$ cat src/vmc_map.svh
/*
 * register offsets, field positions, reset values and timing counts
 * assumes: included by bare name from the voltage-mode chopper sources
 */
`ifndef VMC_MAP_SVH
`define VMC_MAP_SVH
// ---------------------------------------------------------------
// register byte offsets
// ---------------------------------------------------------------
`define VMC_GLOBAL_CONFIG_ADDR 8'h00
`define VMC_VEL_LIMIT_ADDR     8'h04
`define VMC_INTERVAL_ADDR      8'h08
`define VMC_PWM_CONFIG_ADDR    8'h0C
`define VMC_AMPLITUDE_ADDR     8'h10
`define VMC_CHOP_CONFIG_ADDR   8'h14
`define VMC_HOLD_CONFIG_ADDR   8'h18
`define VMC_STATUS_ADDR        8'h1C
`define VMC_MONITOR_ADDR       8'h20
// ---------------------------------------------------------------
// field positions
// ---------------------------------------------------------------
`define VMC_GC_CMS_BIT   0
`define VMC_GC_ASCL_BIT  1
`define VMC_GC_AGRD_BIT  2
`define VMC_PC_RGRD_LSB  0
`define VMC_PC_DIV_LSB   4
`define VMC_PC_SSO_LSB   6
`define VMC_PC_CAP_LSB   8
`define VMC_CC_OFF_LSB   0
`define VMC_CC_BLK_LSB   4
`define VMC_HC_HOLD_LSB  0
`define VMC_HC_RAMP_LSB  8
`define VMC_HC_PDN_LSB   16
// ---------------------------------------------------------------
// reset values
// ---------------------------------------------------------------
`define VMC_CAP_RST      4'hC
`define VMC_RGRD_RST     4'h1
`define VMC_OFS_RST      8'h00
`define VMC_GRAD_RST     8'h00
`define VMC_OFF_RST      4'h0
`define VMC_BLK_RST      2'h0
// ---------------------------------------------------------------
// timing counts, in system clock periods
// ---------------------------------------------------------------
`define VMC_DIV_P0       11'h400
`define VMC_DIV_P1       11'h2AB
`define VMC_DIV_P2       11'h200
`define VMC_DIV_P3       11'h19A
`define VMC_BLK_BASE     6'h10
`define VMC_BLK_STEP     6'h08
`endif

$ cat src/vmc_pkg.sv
/*
 * types shared by the voltage-mode chopper block
 * assumes: compiled before every module of the block
 */
package vmc_pkg;
  typedef enum logic [2:0] {
    ST_RUN  = 3'b001,
    ST_WAIT = 3'b010,
    ST_PARK = 3'b100
  } vmc_stand_t;
  typedef enum logic [1:0] {
    BR_NORMAL = 2'h0,
    BR_FREE   = 2'h1,
    BR_SHORT_LS = 2'h2,
    BR_SHORT_HS = 2'h3
  } vmc_bridge_t;
endpackage

$ cat src/vmc_top.sv
/*
 * voltage-mode chopper configuration, regulation and standstill control
 * assumes: classic wishbone master, synchronous inputs, 10 MHz mclk_i
 */
// Summary of operation
// - spread flag 1 disables voltage mode; stored bit xor select pin
// - voltage mode stops while microstep interval is below the limit
// - a zero velocity limit keeps voltage mode at any microstep interval
// - 4-bit cap forms top of 8-bit amplitude cap after switch back
// - autoscale 0 forward velocity scaling, 1 regulated scaling
// - autograd 1 tunes gradient when autoscale is 1, otherwise software gradient is used
// - pwm frequency is 2/1024, 2/683, 2/512 or 2/410 of clock
// - chopper output toggles on every pwm tick, a square wave at half the pwm frequency
// - regulation gradient 1..15 is the regulator step only; forward scaling uses the amplitude gradient
// - offset amplitude feeds scaling and seeds offset tuning
// - gradient amplitude seeds tuning; reset value loadable from otp
// - zero hold current in voltage mode applies standstill option
// - standstill option waits for power-down plus ramp delay
// - signed scaling correction -255..255, frozen in current mode
// - tuned gradient and offset readable as 8-bit monitors
// - off time zero disables driver, otherwise only enables it
// - comparator blanked 16, 24, 32 or 40 clocks
`timescale 1ns/1ps
`include "vmc_map.svh"
module vmc_top
  import vmc_pkg::*;
(
  // clock and reset
  input  wire logic        mclk_i,
  input  wire logic        sys_rst_i,
  // wishbone slave
  input  wire logic        wb_cyc_i,
  input  wire logic        wb_stb_i,
  input  wire logic        wb_we_i,
  input  wire logic [7:0]  wb_adr_i,
  input  wire logic [3:0]  wb_sel_i,
  input  wire logic [31:0] wb_dat_i,
  output logic      [31:0] wb_dat_o,
  output logic             wb_ack_o,
  // motion and sensing
  input  wire logic        spread_sel_i,
  input  wire logic [19:0] microstep_interval_i,
  input  wire logic        step_i,
  input  wire logic        current_hi_i,
  // one-time-programmable gradient default
  input  wire logic [7:0]  otp_grad_i,
  input  wire logic        otp_valid_i,
  // bridge side
  output logic             voltage_mode_o,
  output logic             driver_en_o,
  output logic             chop_o,
  output logic             blank_o,
  output logic [7:0]       pwm_amp_o,
  output logic [1:0]       bridge_mode_o
);
  // ---------------------------------------------------------------
  // registers
  // ---------------------------------------------------------------
  logic        cms_r;
  logic        ascl_r;
  logic        agrd_r;
  logic [19:0] vlim_r;
  logic [3:0]  rgrd_r;
  logic [1:0]  div_r;
  logic [1:0]  sso_r;
  logic [3:0]  cap_r;
  logic [7:0]  ofs_r;
  logic [7:0]  grad_r;
  logic [3:0]  off_r;
  logic [1:0]  blk_r;
  logic [4:0]  hold_r;
  logic [3:0]  ramp_r;
  logic [7:0]  pdn_r;
  logic        otp_pend_r;
  logic [8:0]  scale_r;
  logic [7:0]  tgrad_r;
  logic [7:0]  tofs_r;
  logic        cap_hold_r;
  logic [8:0]  still_cnt_r;
  vmc_stand_t  stand_r;
  vmc_stand_t  stand_nxt;
  wire         pwm_tick;
  wire         blank_w;

  // ---------------------------------------------------------------
  // bus decode
  // ---------------------------------------------------------------
  wire        req     = wb_cyc_i & wb_stb_i & ~wb_ack_o;
  wire        wr      = req & wb_we_i;
  wire [31:0] wmask   = {{8{wb_sel_i[3]}}, {8{wb_sel_i[2]}},
                         {8{wb_sel_i[1]}}, {8{wb_sel_i[0]}}};
  wire        sel_gc  = (wb_adr_i == `VMC_GLOBAL_CONFIG_ADDR);
  wire        sel_vl  = (wb_adr_i == `VMC_VEL_LIMIT_ADDR);
  wire        sel_pc  = (wb_adr_i == `VMC_PWM_CONFIG_ADDR);
  wire        sel_am  = (wb_adr_i == `VMC_AMPLITUDE_ADDR);
  wire        sel_cc  = (wb_adr_i == `VMC_CHOP_CONFIG_ADDR);
  wire        sel_hc  = (wb_adr_i == `VMC_HOLD_CONFIG_ADDR);
  wire        sel_st  = (wb_adr_i == `VMC_STATUS_ADDR);
  wire        sel_mo  = (wb_adr_i == `VMC_MONITOR_ADDR);
  wire        sel_iv  = (wb_adr_i == `VMC_INTERVAL_ADDR);

  wire [31:0] gc_q = {29'h0, agrd_r, ascl_r, cms_r};
  wire [31:0] vl_q = {12'h000, vlim_r};
  wire [31:0] pc_q = {20'h00000, cap_r, sso_r, div_r, rgrd_r};
  wire [31:0] am_q = {16'h0000, grad_r, ofs_r};
  wire [31:0] cc_q = {26'h0, blk_r, off_r};
  wire [31:0] hc_q = {8'h00, pdn_r, 4'h0, ramp_r, 3'h0, hold_r};
  wire [31:0] st_q = {20'h00000, stand_r == ST_PARK, voltage_mode_o,
                      1'b0, scale_r};
  wire [31:0] mo_q = {16'h0000, tgrad_r, tofs_r};
  wire [31:0] iv_q = {12'h000, microstep_interval_i};

  wire [31:0] gc_w = (gc_q & ~wmask) | (wb_dat_i & wmask);
  wire [31:0] vl_w = (vl_q & ~wmask) | (wb_dat_i & wmask);
  wire [31:0] pc_w = (pc_q & ~wmask) | (wb_dat_i & wmask);
  wire [31:0] am_w = (am_q & ~wmask) | (wb_dat_i & wmask);
  wire [31:0] cc_w = (cc_q & ~wmask) | (wb_dat_i & wmask);
  wire [31:0] hc_w = (hc_q & ~wmask) | (wb_dat_i & wmask);

  wire [31:0] rd_q;
  assign rd_q = sel_gc ? gc_q : sel_vl ? vl_q : sel_pc ? pc_q :
                sel_am ? am_q : sel_cc ? cc_q : sel_hc ? hc_q :
                sel_st ? st_q : sel_mo ? mo_q : sel_iv ? iv_q : 32'h0;

  // ---------------------------------------------------------------
  // mode decision
  // ---------------------------------------------------------------
  wire spread_eff = cms_r ^ spread_sel_i;
  wire too_fast   = (vlim_r != 20'h0) &&
                    (microstep_interval_i < vlim_r);
  wire vm_nxt     = ~spread_eff & ~too_fast;
  wire drv_nxt    = (off_r != 4'h0);
  wire vm_rise    = vm_nxt & ~voltage_mode_o;

  // ---------------------------------------------------------------
  // amplitude
  // ---------------------------------------------------------------
  wire [7:0] grad_use = agrd_r ? tgrad_r : grad_r;
  // zero offset means the current-setting linear term drops out
  wire [8:0] fwd_sum  = (ofs_r == 8'h00) ? {1'b0, grad_use} :
                        ({1'b0, ofs_r} + {1'b0, grad_use});
  wire [9:0] aut_sum  = {2'b00, tofs_r} + {scale_r[8], scale_r};
  wire [7:0] fwd_amp  = fwd_sum[8] ? 8'hFF : fwd_sum[7:0];
  wire [7:0] aut_amp  = aut_sum[9] ? 8'h00 :
                        (aut_sum[8] ? 8'hFF : aut_sum[7:0]);
  wire [7:0] raw_amp  = ascl_r ? aut_amp : fwd_amp;
  wire [7:0] cap_amp  = {cap_r, 4'hF};
  wire [7:0] amp_nxt  = ((cap_hold_r || vm_rise) && raw_amp > cap_amp) ?
                        cap_amp : raw_amp;

  // ---------------------------------------------------------------
  // current regulator, step size from the regulation gradient
  // ---------------------------------------------------------------
  wire       reg_run  = voltage_mode_o & ascl_r & pwm_tick;
  wire [9:0] step_ext = {6'h00, rgrd_r};
  wire [9:0] sc_ext   = {scale_r[8], scale_r};
  wire [9:0] sc_dn    = sc_ext - step_ext;
  wire [9:0] sc_up    = sc_ext + step_ext;
  wire [9:0] sc_try   = current_hi_i ? sc_dn : sc_up;
  wire       sc_lo    = $signed(sc_try) < -10'sd255;
  wire       sc_hi    = $signed(sc_try) > 10'sd255;
  wire [8:0] scale_nxt = sc_lo ? 9'h101 : sc_hi ? 9'h0FF : sc_try[8:0];

  // ---------------------------------------------------------------
  // standstill sequencing
  // ---------------------------------------------------------------
  wire [8:0] still_lim = {1'b0, pdn_r} + {5'h00, ramp_r};
  wire       park_ok   = (hold_r == 5'h00) & voltage_mode_o;
  always_comb begin
    stand_nxt = stand_r;
    case (stand_r)
      ST_RUN: begin
        if (park_ok && !step_i) begin
          stand_nxt = ST_WAIT;
        end
      end
      ST_WAIT: begin
        if (step_i || !park_ok) begin
          stand_nxt = ST_RUN;
        end else if (still_cnt_r >= still_lim) begin
          stand_nxt = ST_PARK;
        end
      end
      ST_PARK: begin
        if (step_i || !park_ok) begin
          stand_nxt = ST_RUN;
        end
      end
      default: stand_nxt = ST_RUN;
    endcase
  end
  wire [1:0] bridge_nxt = (stand_nxt == ST_PARK) ? sso_r : BR_NORMAL;

  // ---------------------------------------------------------------
  // submodules
  // ---------------------------------------------------------------
  vmc_pwm_div u_div (
    .mclk_i    (mclk_i),
    .sys_rst_i (sys_rst_i),
    .sel_i     (div_r),
    .tick_o    (pwm_tick)
  );
  vmc_blank_tmr u_blank (
    .mclk_i    (mclk_i),
    .sys_rst_i (sys_rst_i),
    .start_i   (pwm_tick),
    .sel_i     (blk_r),
    .blank_o   (blank_w)
  );

  // ---------------------------------------------------------------
  // bus and configuration registers
  // ---------------------------------------------------------------
  always_ff @(posedge mclk_i or posedge sys_rst_i) begin
    if (sys_rst_i) begin
      wb_ack_o <= 1'b0;
      wb_dat_o <= 32'h0;
      cms_r    <= 1'b0;
      ascl_r   <= 1'b0;
      agrd_r   <= 1'b0;
      vlim_r   <= 20'h0;
      rgrd_r   <= `VMC_RGRD_RST;
      div_r    <= 2'h0;
      sso_r    <= 2'h0;
      cap_r    <= `VMC_CAP_RST;
      ofs_r    <= `VMC_OFS_RST;
      grad_r   <= `VMC_GRAD_RST;
      off_r    <= `VMC_OFF_RST;
      blk_r    <= `VMC_BLK_RST;
      hold_r   <= 5'h00;
      ramp_r   <= 4'h0;
      pdn_r    <= 8'h00;
      otp_pend_r <= 1'b1;
    end else begin
      wb_ack_o <= req;
      wb_dat_o <= req ? rd_q : 32'h0;
      if (wr && sel_gc) begin
        cms_r  <= gc_w[`VMC_GC_CMS_BIT];
        ascl_r <= gc_w[`VMC_GC_ASCL_BIT];
        agrd_r <= gc_w[`VMC_GC_AGRD_BIT];
      end
      if (wr && sel_vl) begin
        vlim_r <= vl_w[19:0];
      end
      if (wr && sel_pc) begin
        rgrd_r <= pc_w[`VMC_PC_RGRD_LSB +: 4];
        div_r  <= pc_w[`VMC_PC_DIV_LSB +: 2];
        sso_r  <= pc_w[`VMC_PC_SSO_LSB +: 2];
        cap_r  <= pc_w[`VMC_PC_CAP_LSB +: 4];
      end
      // a software write outranks the later otp default
      if (wr && sel_am) begin
        ofs_r      <= am_w[7:0];
        grad_r     <= am_w[15:8];
        otp_pend_r <= 1'b0;
      end else if (otp_pend_r && otp_valid_i) begin
        grad_r     <= otp_grad_i;
        otp_pend_r <= 1'b0;
      end
      if (wr && sel_cc) begin
        off_r <= cc_w[`VMC_CC_OFF_LSB +: 4];
        blk_r <= cc_w[`VMC_CC_BLK_LSB +: 2];
      end
      if (wr && sel_hc) begin
        hold_r <= hc_w[`VMC_HC_HOLD_LSB +: 5];
        ramp_r <= hc_w[`VMC_HC_RAMP_LSB +: 4];
        pdn_r  <= hc_w[`VMC_HC_PDN_LSB +: 8];
      end
    end
  end

  // ---------------------------------------------------------------
  // regulation and tuning
  // ---------------------------------------------------------------
  always_ff @(posedge mclk_i or posedge sys_rst_i) begin
    if (sys_rst_i) begin
      scale_r <= 9'h000;
      tgrad_r <= 8'h00;
      tofs_r  <= 8'h00;
    end else begin
      // comparator is ignored inside the blank window
      if (reg_run && !blank_w) begin
        scale_r <= scale_nxt;
      end
      if (!agrd_r || !ascl_r) begin
        tgrad_r <= grad_r;
      end else if (reg_run && stand_r == ST_RUN && step_i) begin
        tgrad_r <= scale_r[8] ? tgrad_r - {7'h00, |tgrad_r}
                              : tgrad_r + {7'h00, ~&tgrad_r};
      end
      if (!ascl_r) begin
        tofs_r <= ofs_r;
      end else if (reg_run && stand_r != ST_RUN) begin
        tofs_r <= scale_r[8] ? tofs_r - {7'h00, |tofs_r}
                             : tofs_r + {7'h00, ~&tofs_r};
      end
    end
  end

  // ---------------------------------------------------------------
  // outputs and standstill state
  // ---------------------------------------------------------------
  always_ff @(posedge mclk_i or posedge sys_rst_i) begin
    if (sys_rst_i) begin
      voltage_mode_o <= 1'b0;
      driver_en_o    <= 1'b0;
      chop_o         <= 1'b0;
      blank_o        <= 1'b0;
      pwm_amp_o      <= 8'h00;
      bridge_mode_o  <= BR_NORMAL;
      cap_hold_r     <= 1'b0;
      stand_r        <= ST_RUN;
      still_cnt_r    <= 9'h000;
    end else begin
      voltage_mode_o <= vm_nxt;
      driver_en_o    <= drv_nxt;
      chop_o         <= chop_o ^ pwm_tick;
      blank_o        <= blank_w;
      pwm_amp_o      <= amp_nxt;
      bridge_mode_o  <= bridge_nxt;
      stand_r        <= stand_nxt;
      // cap lasts until the next pwm tick after the return to voltage mode
      if (vm_rise) begin
        cap_hold_r <= 1'b1;
      end else if (pwm_tick) begin
        cap_hold_r <= 1'b0;
      end
      if (stand_r != ST_WAIT) begin
        still_cnt_r <= 9'h000;
      end else if (pwm_tick && still_cnt_r != 9'h1FF) begin
        still_cnt_r <= still_cnt_r + 9'h001;
      end
    end
  end

  // ---------------------------------------------------------------
  // checks
  // ---------------------------------------------------------------
  ack_pulse_a: assert property (@(posedge mclk_i) disable iff (sys_rst_i)
    wb_ack_o |=> !wb_ack_o)
    else $error("ack held more than one cycle");
  spread_off_a: assert property (@(posedge mclk_i) disable iff (sys_rst_i)
    (cms_r ^ spread_sel_i) |=> !voltage_mode_o)
    else $error("voltage mode while spread flag set");
  vel_limit_a: assert property (@(posedge mclk_i) disable iff (sys_rst_i)
    (vlim_r != 20'h0 && microstep_interval_i < vlim_r) |=> !voltage_mode_o)
    else $error("voltage mode above velocity limit");
  zero_limit_a: assert property (@(posedge mclk_i) disable iff (sys_rst_i)
    (!(cms_r ^ spread_sel_i) && vlim_r == 20'h0) |=> voltage_mode_o)
    else $error("voltage mode lost with zero limit");
  cap_apply_a: assert property (@(posedge mclk_i) disable iff (sys_rst_i)
    cap_hold_r |=> pwm_amp_o <= {$past(cap_r), 4'hF})
    else $error("amplitude above cap after switch");
  chop_half_a: assert property (@(posedge mclk_i) disable iff (sys_rst_i)
    pwm_tick |=> chop_o != $past(chop_o))
    else $error("chopper output did not toggle");
  scale_freeze_a: assert property (@(posedge mclk_i) disable iff (sys_rst_i)
    !voltage_mode_o |=> $stable(scale_r))
    else $error("scaling moved in current mode");
  scale_range_a: assert property (@(posedge mclk_i) disable iff (sys_rst_i)
    $signed(scale_r) >= -9'sd255)
    else $error("scaling correction below range");
  driver_off_a: assert property (@(posedge mclk_i) disable iff (sys_rst_i)
    off_r == 4'h0 |=> !driver_en_o)
    else $error("driver enabled with zero off time");
  park_cond_a: assert property (@(posedge mclk_i) disable iff (sys_rst_i)
    bridge_mode_o != BR_NORMAL |-> stand_r == ST_PARK && $past(hold_r) == 5'h00)
    else $error("standstill option outside park");
  park_wait_a: assert property (@(posedge mclk_i) disable iff (sys_rst_i)
    (stand_r == ST_WAIT && stand_nxt == ST_PARK) |-> still_cnt_r >= still_lim)
    else $error("standstill option before delay");
endmodule

$ cat src/vmc_pwm_div.sv
/*
 * pwm period divider: ticks at 2/P of the clock, P chosen by select
 * assumes: single clock, asynchronous active-high reset
 */
`timescale 1ns/1ps
`include "vmc_map.svh"
module vmc_pwm_div
  import vmc_pkg::*;
(
  // clock and reset
  input  wire logic       mclk_i,
  input  wire logic       sys_rst_i,
  // control
  input  wire logic [1:0] sel_i,
  output logic            tick_o
);
  logic [10:0] acc_r;
  wire  [10:0] period = (sel_i == 2'h0) ? `VMC_DIV_P0 :
                        (sel_i == 2'h1) ? `VMC_DIV_P1 :
                        (sel_i == 2'h2) ? `VMC_DIV_P2 : `VMC_DIV_P3;
  wire  [10:0] sum    = acc_r + 11'h002;
  // stepping by two gives an exact average rate even for odd periods
  wire         wrap   = (sum >= period);
  wire  [10:0] rem    = sum - period;
  always_ff @(posedge mclk_i or posedge sys_rst_i) begin
    if (sys_rst_i) begin
      acc_r  <= 11'h000;
      tick_o <= 1'b0;
    end else begin
      // a shorter period chosen mid-run gives one tick and keeps the remainder, or restarts if still out of range; no burst of ticks
      acc_r  <= wrap ? ((rem < period) ? rem : 11'h000) : sum;
      tick_o <= wrap;
    end
  end
  acc_range_a: assert property (@(posedge mclk_i) disable iff (sys_rst_i)
    !$changed(sel_i) |-> acc_r < period)
    else $error("divider accumulator out of range");
endmodule

$ cat src/vmc_blank_tmr.sv
/*
 * comparator blank timer, 16/24/32/40 clocks after each switching event
 * assumes: single clock, asynchronous active-high reset
 */
`timescale 1ns/1ps
`include "vmc_map.svh"
module vmc_blank_tmr
  import vmc_pkg::*;
(
  // clock and reset
  input  wire logic       mclk_i,
  input  wire logic       sys_rst_i,
  // control
  input  wire logic       start_i,
  input  wire logic [1:0] sel_i,
  output logic            blank_o
);
  logic [5:0] cnt_r;
  wire  [5:0] len = `VMC_BLK_BASE + 6'(sel_i * `VMC_BLK_STEP);
  always_ff @(posedge mclk_i or posedge sys_rst_i) begin
    if (sys_rst_i) begin
      cnt_r <= 6'h00;
    end else if (start_i) begin
      cnt_r <= len;
    end else if (cnt_r != 6'h00) begin
      cnt_r <= cnt_r - 6'h01;
    end
  end
  assign blank_o = (cnt_r != 6'h00);
  blank_len_a: assert property (@(posedge mclk_i) disable iff (sys_rst_i)
    start_i |=> cnt_r == $past(len))
    else $error("blank time length wrong");
endmodule

$ cat config.mk
export PLATFORM = sky130hd
export DESIGN_NAME = vmc_top
export DESIGN_NICKNAME = d
export VERILOG_FILES = /design/src/vmc_pkg.sv /design/src/vmc_top.sv /design/src/vmc_pwm_div.sv /design/src/vmc_blank_tmr.sv
export VERILOG_INCLUDE_DIRS = /design/src /design/src/src
export SDC_FILE = /design/constraint.sdc
export NUM_CORES = 1
export LEC_CHECK = 0
export ABC_AREA = 1
export BUFFER_PORTS_ARGS = -buffer_cell sky130_fd_sc_hd__buf_4
export CORE_MARGIN = 2
export CORE_UTILIZATION = 30
export CTS_CLUSTER_DIAMETER = 60
export CTS_CLUSTER_SIZE = 24
export DETAILED_ROUTE_END_ITERATION = 16
export PLACE_DENSITY_LB_ADDON = 0.05
export SLEW_MARGIN = 0
export SYNTH_ARGS = -nofsm -noshare
export SYNTH_HDL_FRONTEND = slang
export SYNTH_HIERARCHICAL = 1
export SYNTH_SLANG_ARGS = --single-unit
$ cat constraint.sdc
create_clock -name mclk_i -period 6.97 [get_ports mclk_i]
set_clock_uncertainty 0.15 [all_clocks]
set_input_delay 1.394 -clock mclk_i [delete_from_list [all_inputs] [get_ports mclk_i]]
set_output_delay 1.394 -clock mclk_i [all_outputs]
set_load 0.1 [all_outputs]
* Word level (Yosys, flattened, before mapping) *
Index checks and enable logic that the tools add are counted.

storage, ports and cells
  output and inout bits = 47
  word-level logic and storage cells = 188
  register bits after elaboration = 170
  input bits = 81

cells by class
  mux-type cells = 47
  bitwise logic cells = 28
  reduce and logical (&&, ||, !) cells = 41
  eq/ne operators = 18
  add/sub/neg operators = 14
  order comparisons = 7

operators with widths
  cell                                                                   count
  24-bit 2-to-1 mux                                                      7
  8-bit 2-to-1 mux                                                       14
  20-bit 2-to-1 mux                                                      3
  24-bit AND                                                             2
  9-bit 2-to-1 mux                                                       5
  11-bit 2-to-1 mux                                                      4
  8-bit by 5-bit equality test with 1-bit output, second input constant  4
  24-bit NOT                                                             1
  24-bit OR                                                              1
  20-bit AND                                                             1
  20-bit < comparator                                                    1
  10-bit 2-to-1 mux                                                      2
  20-bit OR                                                              1
  20-bit nonzero test                                                    1
  8-bit by 1-bit adder with 8-bit output                                 2
  16-bit AND                                                             1
  8-bit by 4-bit equality test with 1-bit output, second input constant  2
  8-bit zero test                                                        2
  16-bit OR                                                              1
  8-bit AND reduction                                                    2
  8-bit OR reduction                                                     2
  8-bit by 1-bit subtractor with 8-bit output                            2
  1-bit logical AND                                                      15
  12-bit AND                                                             1
  other kinds (47)                                                       78

* Depth between registers and ports, before layout *
  depth in word-level cells = 11
  depth in mapped cells = 26
  depth with buffers taken out = 26

* Modules after synthesis *
The synthesis kept the hierarchy.

modules (own cells, without submodules)
  module         sequential area each (µm²)  times used  cells each  area each (µm²)
  vmc_top        3,809.9                     1           1,393       10,458.8
  vmc_pwm_div    300.3                       1           201         1,382.6
  vmc_blank_tmr  150.1                       1           47          377.9

* Least setup slack after synthesis *
OpenSTA, ideal clock, no wires.

  path type = flip-flop to flip-flop
  start point = register (tool-made name)
  end point = register u_div.acc_r[9]
  buffers on the path = 0
  cell stages (with the launch flop) = 25
  setup slack = 3.603 ns
  setup time = 0.065 ns
  clock period less this slack = 3.367 ns
  arrival time = 3.152 ns
  required time = 6.755 ns
  path through = dfrtp_1 -> inv_1 -> ha_1 -> or2_2 -> ha_1 -> nand2_1 -> nand2_1 -> nand2_1 -> nand2_1 -> nor2_1 -> nand2_1 -> nand2_1 -> nand2_1 -> nand2_1 -> nand2_1 -> nand2_1 -> nand2_1 -> ha_1 -> nand2_1 -> nor2_1 -> a211oi_1 -> nand2_2 -> nor2_4 -> nand2_1 -> nand2_1

RTL lines
  what                    line               RTL
  end signal: assignment  vmc_pwm_div.sv:31  acc_r <= wrap ? ((rem < period) ? rem : 11'h000) : sum;
  end: declaration        vmc_pwm_div.sv:17  logic [10:0] acc_r;

==> flow_summary.yaml <==
cts:
  post-cts-setup-buffers: 0
  clk_path_buf_depth: 2
  cts.sinks: 170
  cts_made_buffers: 17
  clkTransAtPathRegs_ns: 0.07
  root_buffer: "clkbuf_16"
  htreeDepth: 4
  cts_resized: 0
  tritoncts: "done"
  holdBufCountCts: 0
  clk_latency_ns: 0.47
floorplanning:
  io_pins: 128
  die_h_um: 205.8
  rows: 73
  die_w_um: 205.8
  dieArea_um2: 42360
  start_util: 0.3054
  core_area_um2: 40010
setup_path:
  start_kind: "flop"
  crit_type: "flop to flop"
  crit_fanout: 19
  worst_r2r_path_depth: 23
  worstPathRequired_ns: 7.17
  cp-endpoint: "pwm_amp_o[6]$_DFF_PP0_"
  cp.arrival_ns: 4.33
  worst_setup_path_end_kind: "flop"
  worst_r2r_endpoint: "pwm_amp_o[6]$_DFF_PP0_"
  ff2ff_setup_slack_ns: 2.84
placement:
  portBuffers: 110
  pre_cts_ws_ns: 2.881
  dp_hpwl_um: 32030
  gp_congestion: 0.8646
layout:
  post-route-util: 0.3534
  antenna-diode-count: 0
  drive_above_1_share: 0.1243
  syn_to_final_growth_pct: 15.70
  fin_nets: 1942
route:
  vias: 10960
  post_drt_wl_per_cell_um: 17.81
  drtAntennaViolNets: 0
  via_per_inst: 4.794
  dr.pass1.iters: 5
  drtIter0Drc: 643
  drc: 0
  wl_um: 40730
hold_path:
  hp-class: "flop to flop"
synth:
  synthCells: 1641
  synthArstFlopShare: 1.000
  synth-seq-cells: 170
  avgSynthCellArea_um2: 7.446
  ys.flop_type: "dfrtp_1"
  ys_warn_count: 6
  ys_seq_area_frac: 0.3487
  synth_area_um2: 12220
  synth-edff-count: 0
  yosysUniqueCellTypes: 57
sta:
  hold_viol: 0
  slew_violations: 0
  setup_tns_ns: 0
  setup_viol: 0
  relSlewSlack: 0.3232
  finalCriticalPeriod_ns: 4.133
  fmax_mhz: 242.0
  rsz0062_at_grt: "false"
  tightest_slew_ns: 1.007
  fin_ws_ns: 2.837
  period_share: 0.5929
pwr:
  seqPwrFrac: 0.328
  leakage_nw: 7.060
  switching_share: 0.4363
  p_int_mw: 2.071
  worst_ir_drop_vdd_mv: 0.2088
  clkPwrFrac: 0.260
  power.density_nw_per_um2: 259.9
  finalPower_mw: 3.674
  switching_power_mw: 1.603
  p_comb_frac: 0.412
global_route:
  grt_max_degree: 91
  grt_pass1_wl_um: 62780
  grt_pass1_vias: 10730
  track_usage: 0.1986
  grt_overflow: 0
  antenna_found_initial: 0
status:
  outcome: "finished clean"
job:
  cap_violations: 0
[stage by stage]
stage,instance area [um^2],hold slack (ns),cells
floorplan,12250,0.2736,1648
global placement,13580,0.2831,2256
detailed placement,13580,0.2861,2256
CTS,14140,0.2978,2287
global route,14140,0.3265,2287
finish,14140,0.2929,2287
[power groups by stage]
stage	Clock, mW	Combinational, mW	Sequential (mW)
after floorplan	0	1.00	1.36
after CTS	0.983	1.53	1.20
after detailed placement	0	1.53	1.22
after global placement	0	1.52	1.22
final	0.956	1.51	1.20
after global routing	1.02	1.72	1.22
[Yosys cell counts (all sizes together) (5+ instances only)]
library cell	n	share of area
a21oi	102	0.044
a31oi	8	0.010
buf	15	0.0094
clkbuf	14	0.0044
dfrtp	165	0.34
dfstp	5	0.011
fa	7	0.011
ha	104	0.11
inv	260	0.081
nand2	458	0.14
nand3	84	0.036
nand4	26	0.014
nor2	119	0.044
nor3	17	0.0083
nor4	6	0.0031
o2111ai	5	0.0036
o211ai	14	0.0086
o21ai	132	0.056
o221ai	18	0.013
o22ai	6	0.0031
or2	7	0.0036
xnor2	14	0.010
xor2	29	0.021
[cells by family after synthesis]
logic type | share of synthesized area
AOI/OAI and AO/OA | 0.1467
xor gates and xnor gates | 0.03082
adders and majority gates | 0.1180
buffers and inverters | 0.09482
DFF | 0.3487
muxes | 0.002764
other | 0.0003069
and+or+nand+nor | 0.2579
[critical path: stages (launching register included)]
cell      delay [ns]
dfrtp_1         0.73
nor2_1          0.08
a21oi_1         0.31
ha_1            0.23
inv_1           0.05
fa_1            0.40
inv_1           0.07
nand3_1         0.06
nand2_1         0.13
nand2_1         0.07
a21oi_1         0.17
a21oi_1         0.08
o21ai_0         0.09
nand3_1         0.09
nand2_1         0.07
inv_1           0.05
ha_1            0.26
nand2_1         0.06
nor2_1          0.11
a211oi_1        0.06
a21oi_1         0.37
nand2_2         0.18
nand2_1         0.10
nand2_1         0.05
[layer usage]
metal,wire length (um),GRT usage
met1,19300,0.2761
met2,18440,0.3141
met3,1969,0.03263
met4,1024,0.06352
met5,0,0
[cells in the final DEF (no fill, tap or decap), drive strengths merged]
| master | synthesis | final |
|---|---|---|
| nor3 | 17 | 17 |
| o22ai | 6 | 6 |
| nand3 | 84 | 84 |
| nand2b | 1 | 1 |
| buf | 15 | 112 |
| o21ai | 132 | 132 |
| nor2 | 119 | 119 |
| conb | 1 | 8 |
| and2 | 3 | 3 |
| a41oi | 1 | 1 |
| dfstp | 5 | 5 |
| ha | 104 | 104 |
| clkinvlp | 0 | 4 |
| o2111ai | 5 | 5 |
| nand2 | 458 | 458 |
| a211oi | 3 | 3 |
| o221ai | 18 | 18 |
| a221oi | 1 | 1 |
| o21a | 3 | 3 |
| a21o | 3 | 3 |
| mux2 | 3 | 3 |
| dfrtp | 165 | 165 |
| clkinv | 1 | 4 |
| a31oi | 8 | 8 |
| a22oi | 3 | 3 |
| inv | 260 | 267 |
| xnor2 | 14 | 14 |
| nand4 | 26 | 26 |
| a21oi | 102 | 102 |
| nand3b | 3 | 3 |
| clkbuf | 14 | 17 |
| xor2 | 29 | 29 |
| nor4 | 6 | 6 |
| fa | 7 | 7 |
| o211ai | 14 | 14 |
| or2 | 7 | 7 |
[area by class of cell]
cell class	count	area, um^2
Fill cell	4248	25870
Multi-Input combinational cell	1188	6827
Sequential cell	170	4260
Inverter	261	994.7
Timing Repair Buffer	112	840.8
Tap cell	525	656.9
Clock buffer	17	425.4
Clock inverter	14	132.6
[how the worst min path moves through the flow]
stage / start / end / slack [ns] / depth (start not counted)
finish: otp_pend_r$_DFFE_PP1P_ / otp_pend_r$_DFFE_PP1P_ / 0.29 / 2
global route: otp_pend_r$_DFFE_PP1P_ / otp_pend_r$_DFFE_PP1P_ / 0.33 / 2
CTS: otp_pend_r$_DFFE_PP1P_ / otp_pend_r$_DFFE_PP1P_ / 0.30 / 2
detailed placement: otp_pend_r$_DFFE_PP1P_ / otp_pend_r$_DFFE_PP1P_ / 0.29 / 2
global placement: otp_pend_r$_DFFE_PP1P_ / otp_pend_r$_DFFE_PP1P_ / 0.28 / 2
floorplan: otp_pend_r$_DFFE_PP1P_ / otp_pend_r$_DFFE_PP1P_ / 0.27 / 2
No activity file was read; power rests on OpenSTA's default activity.
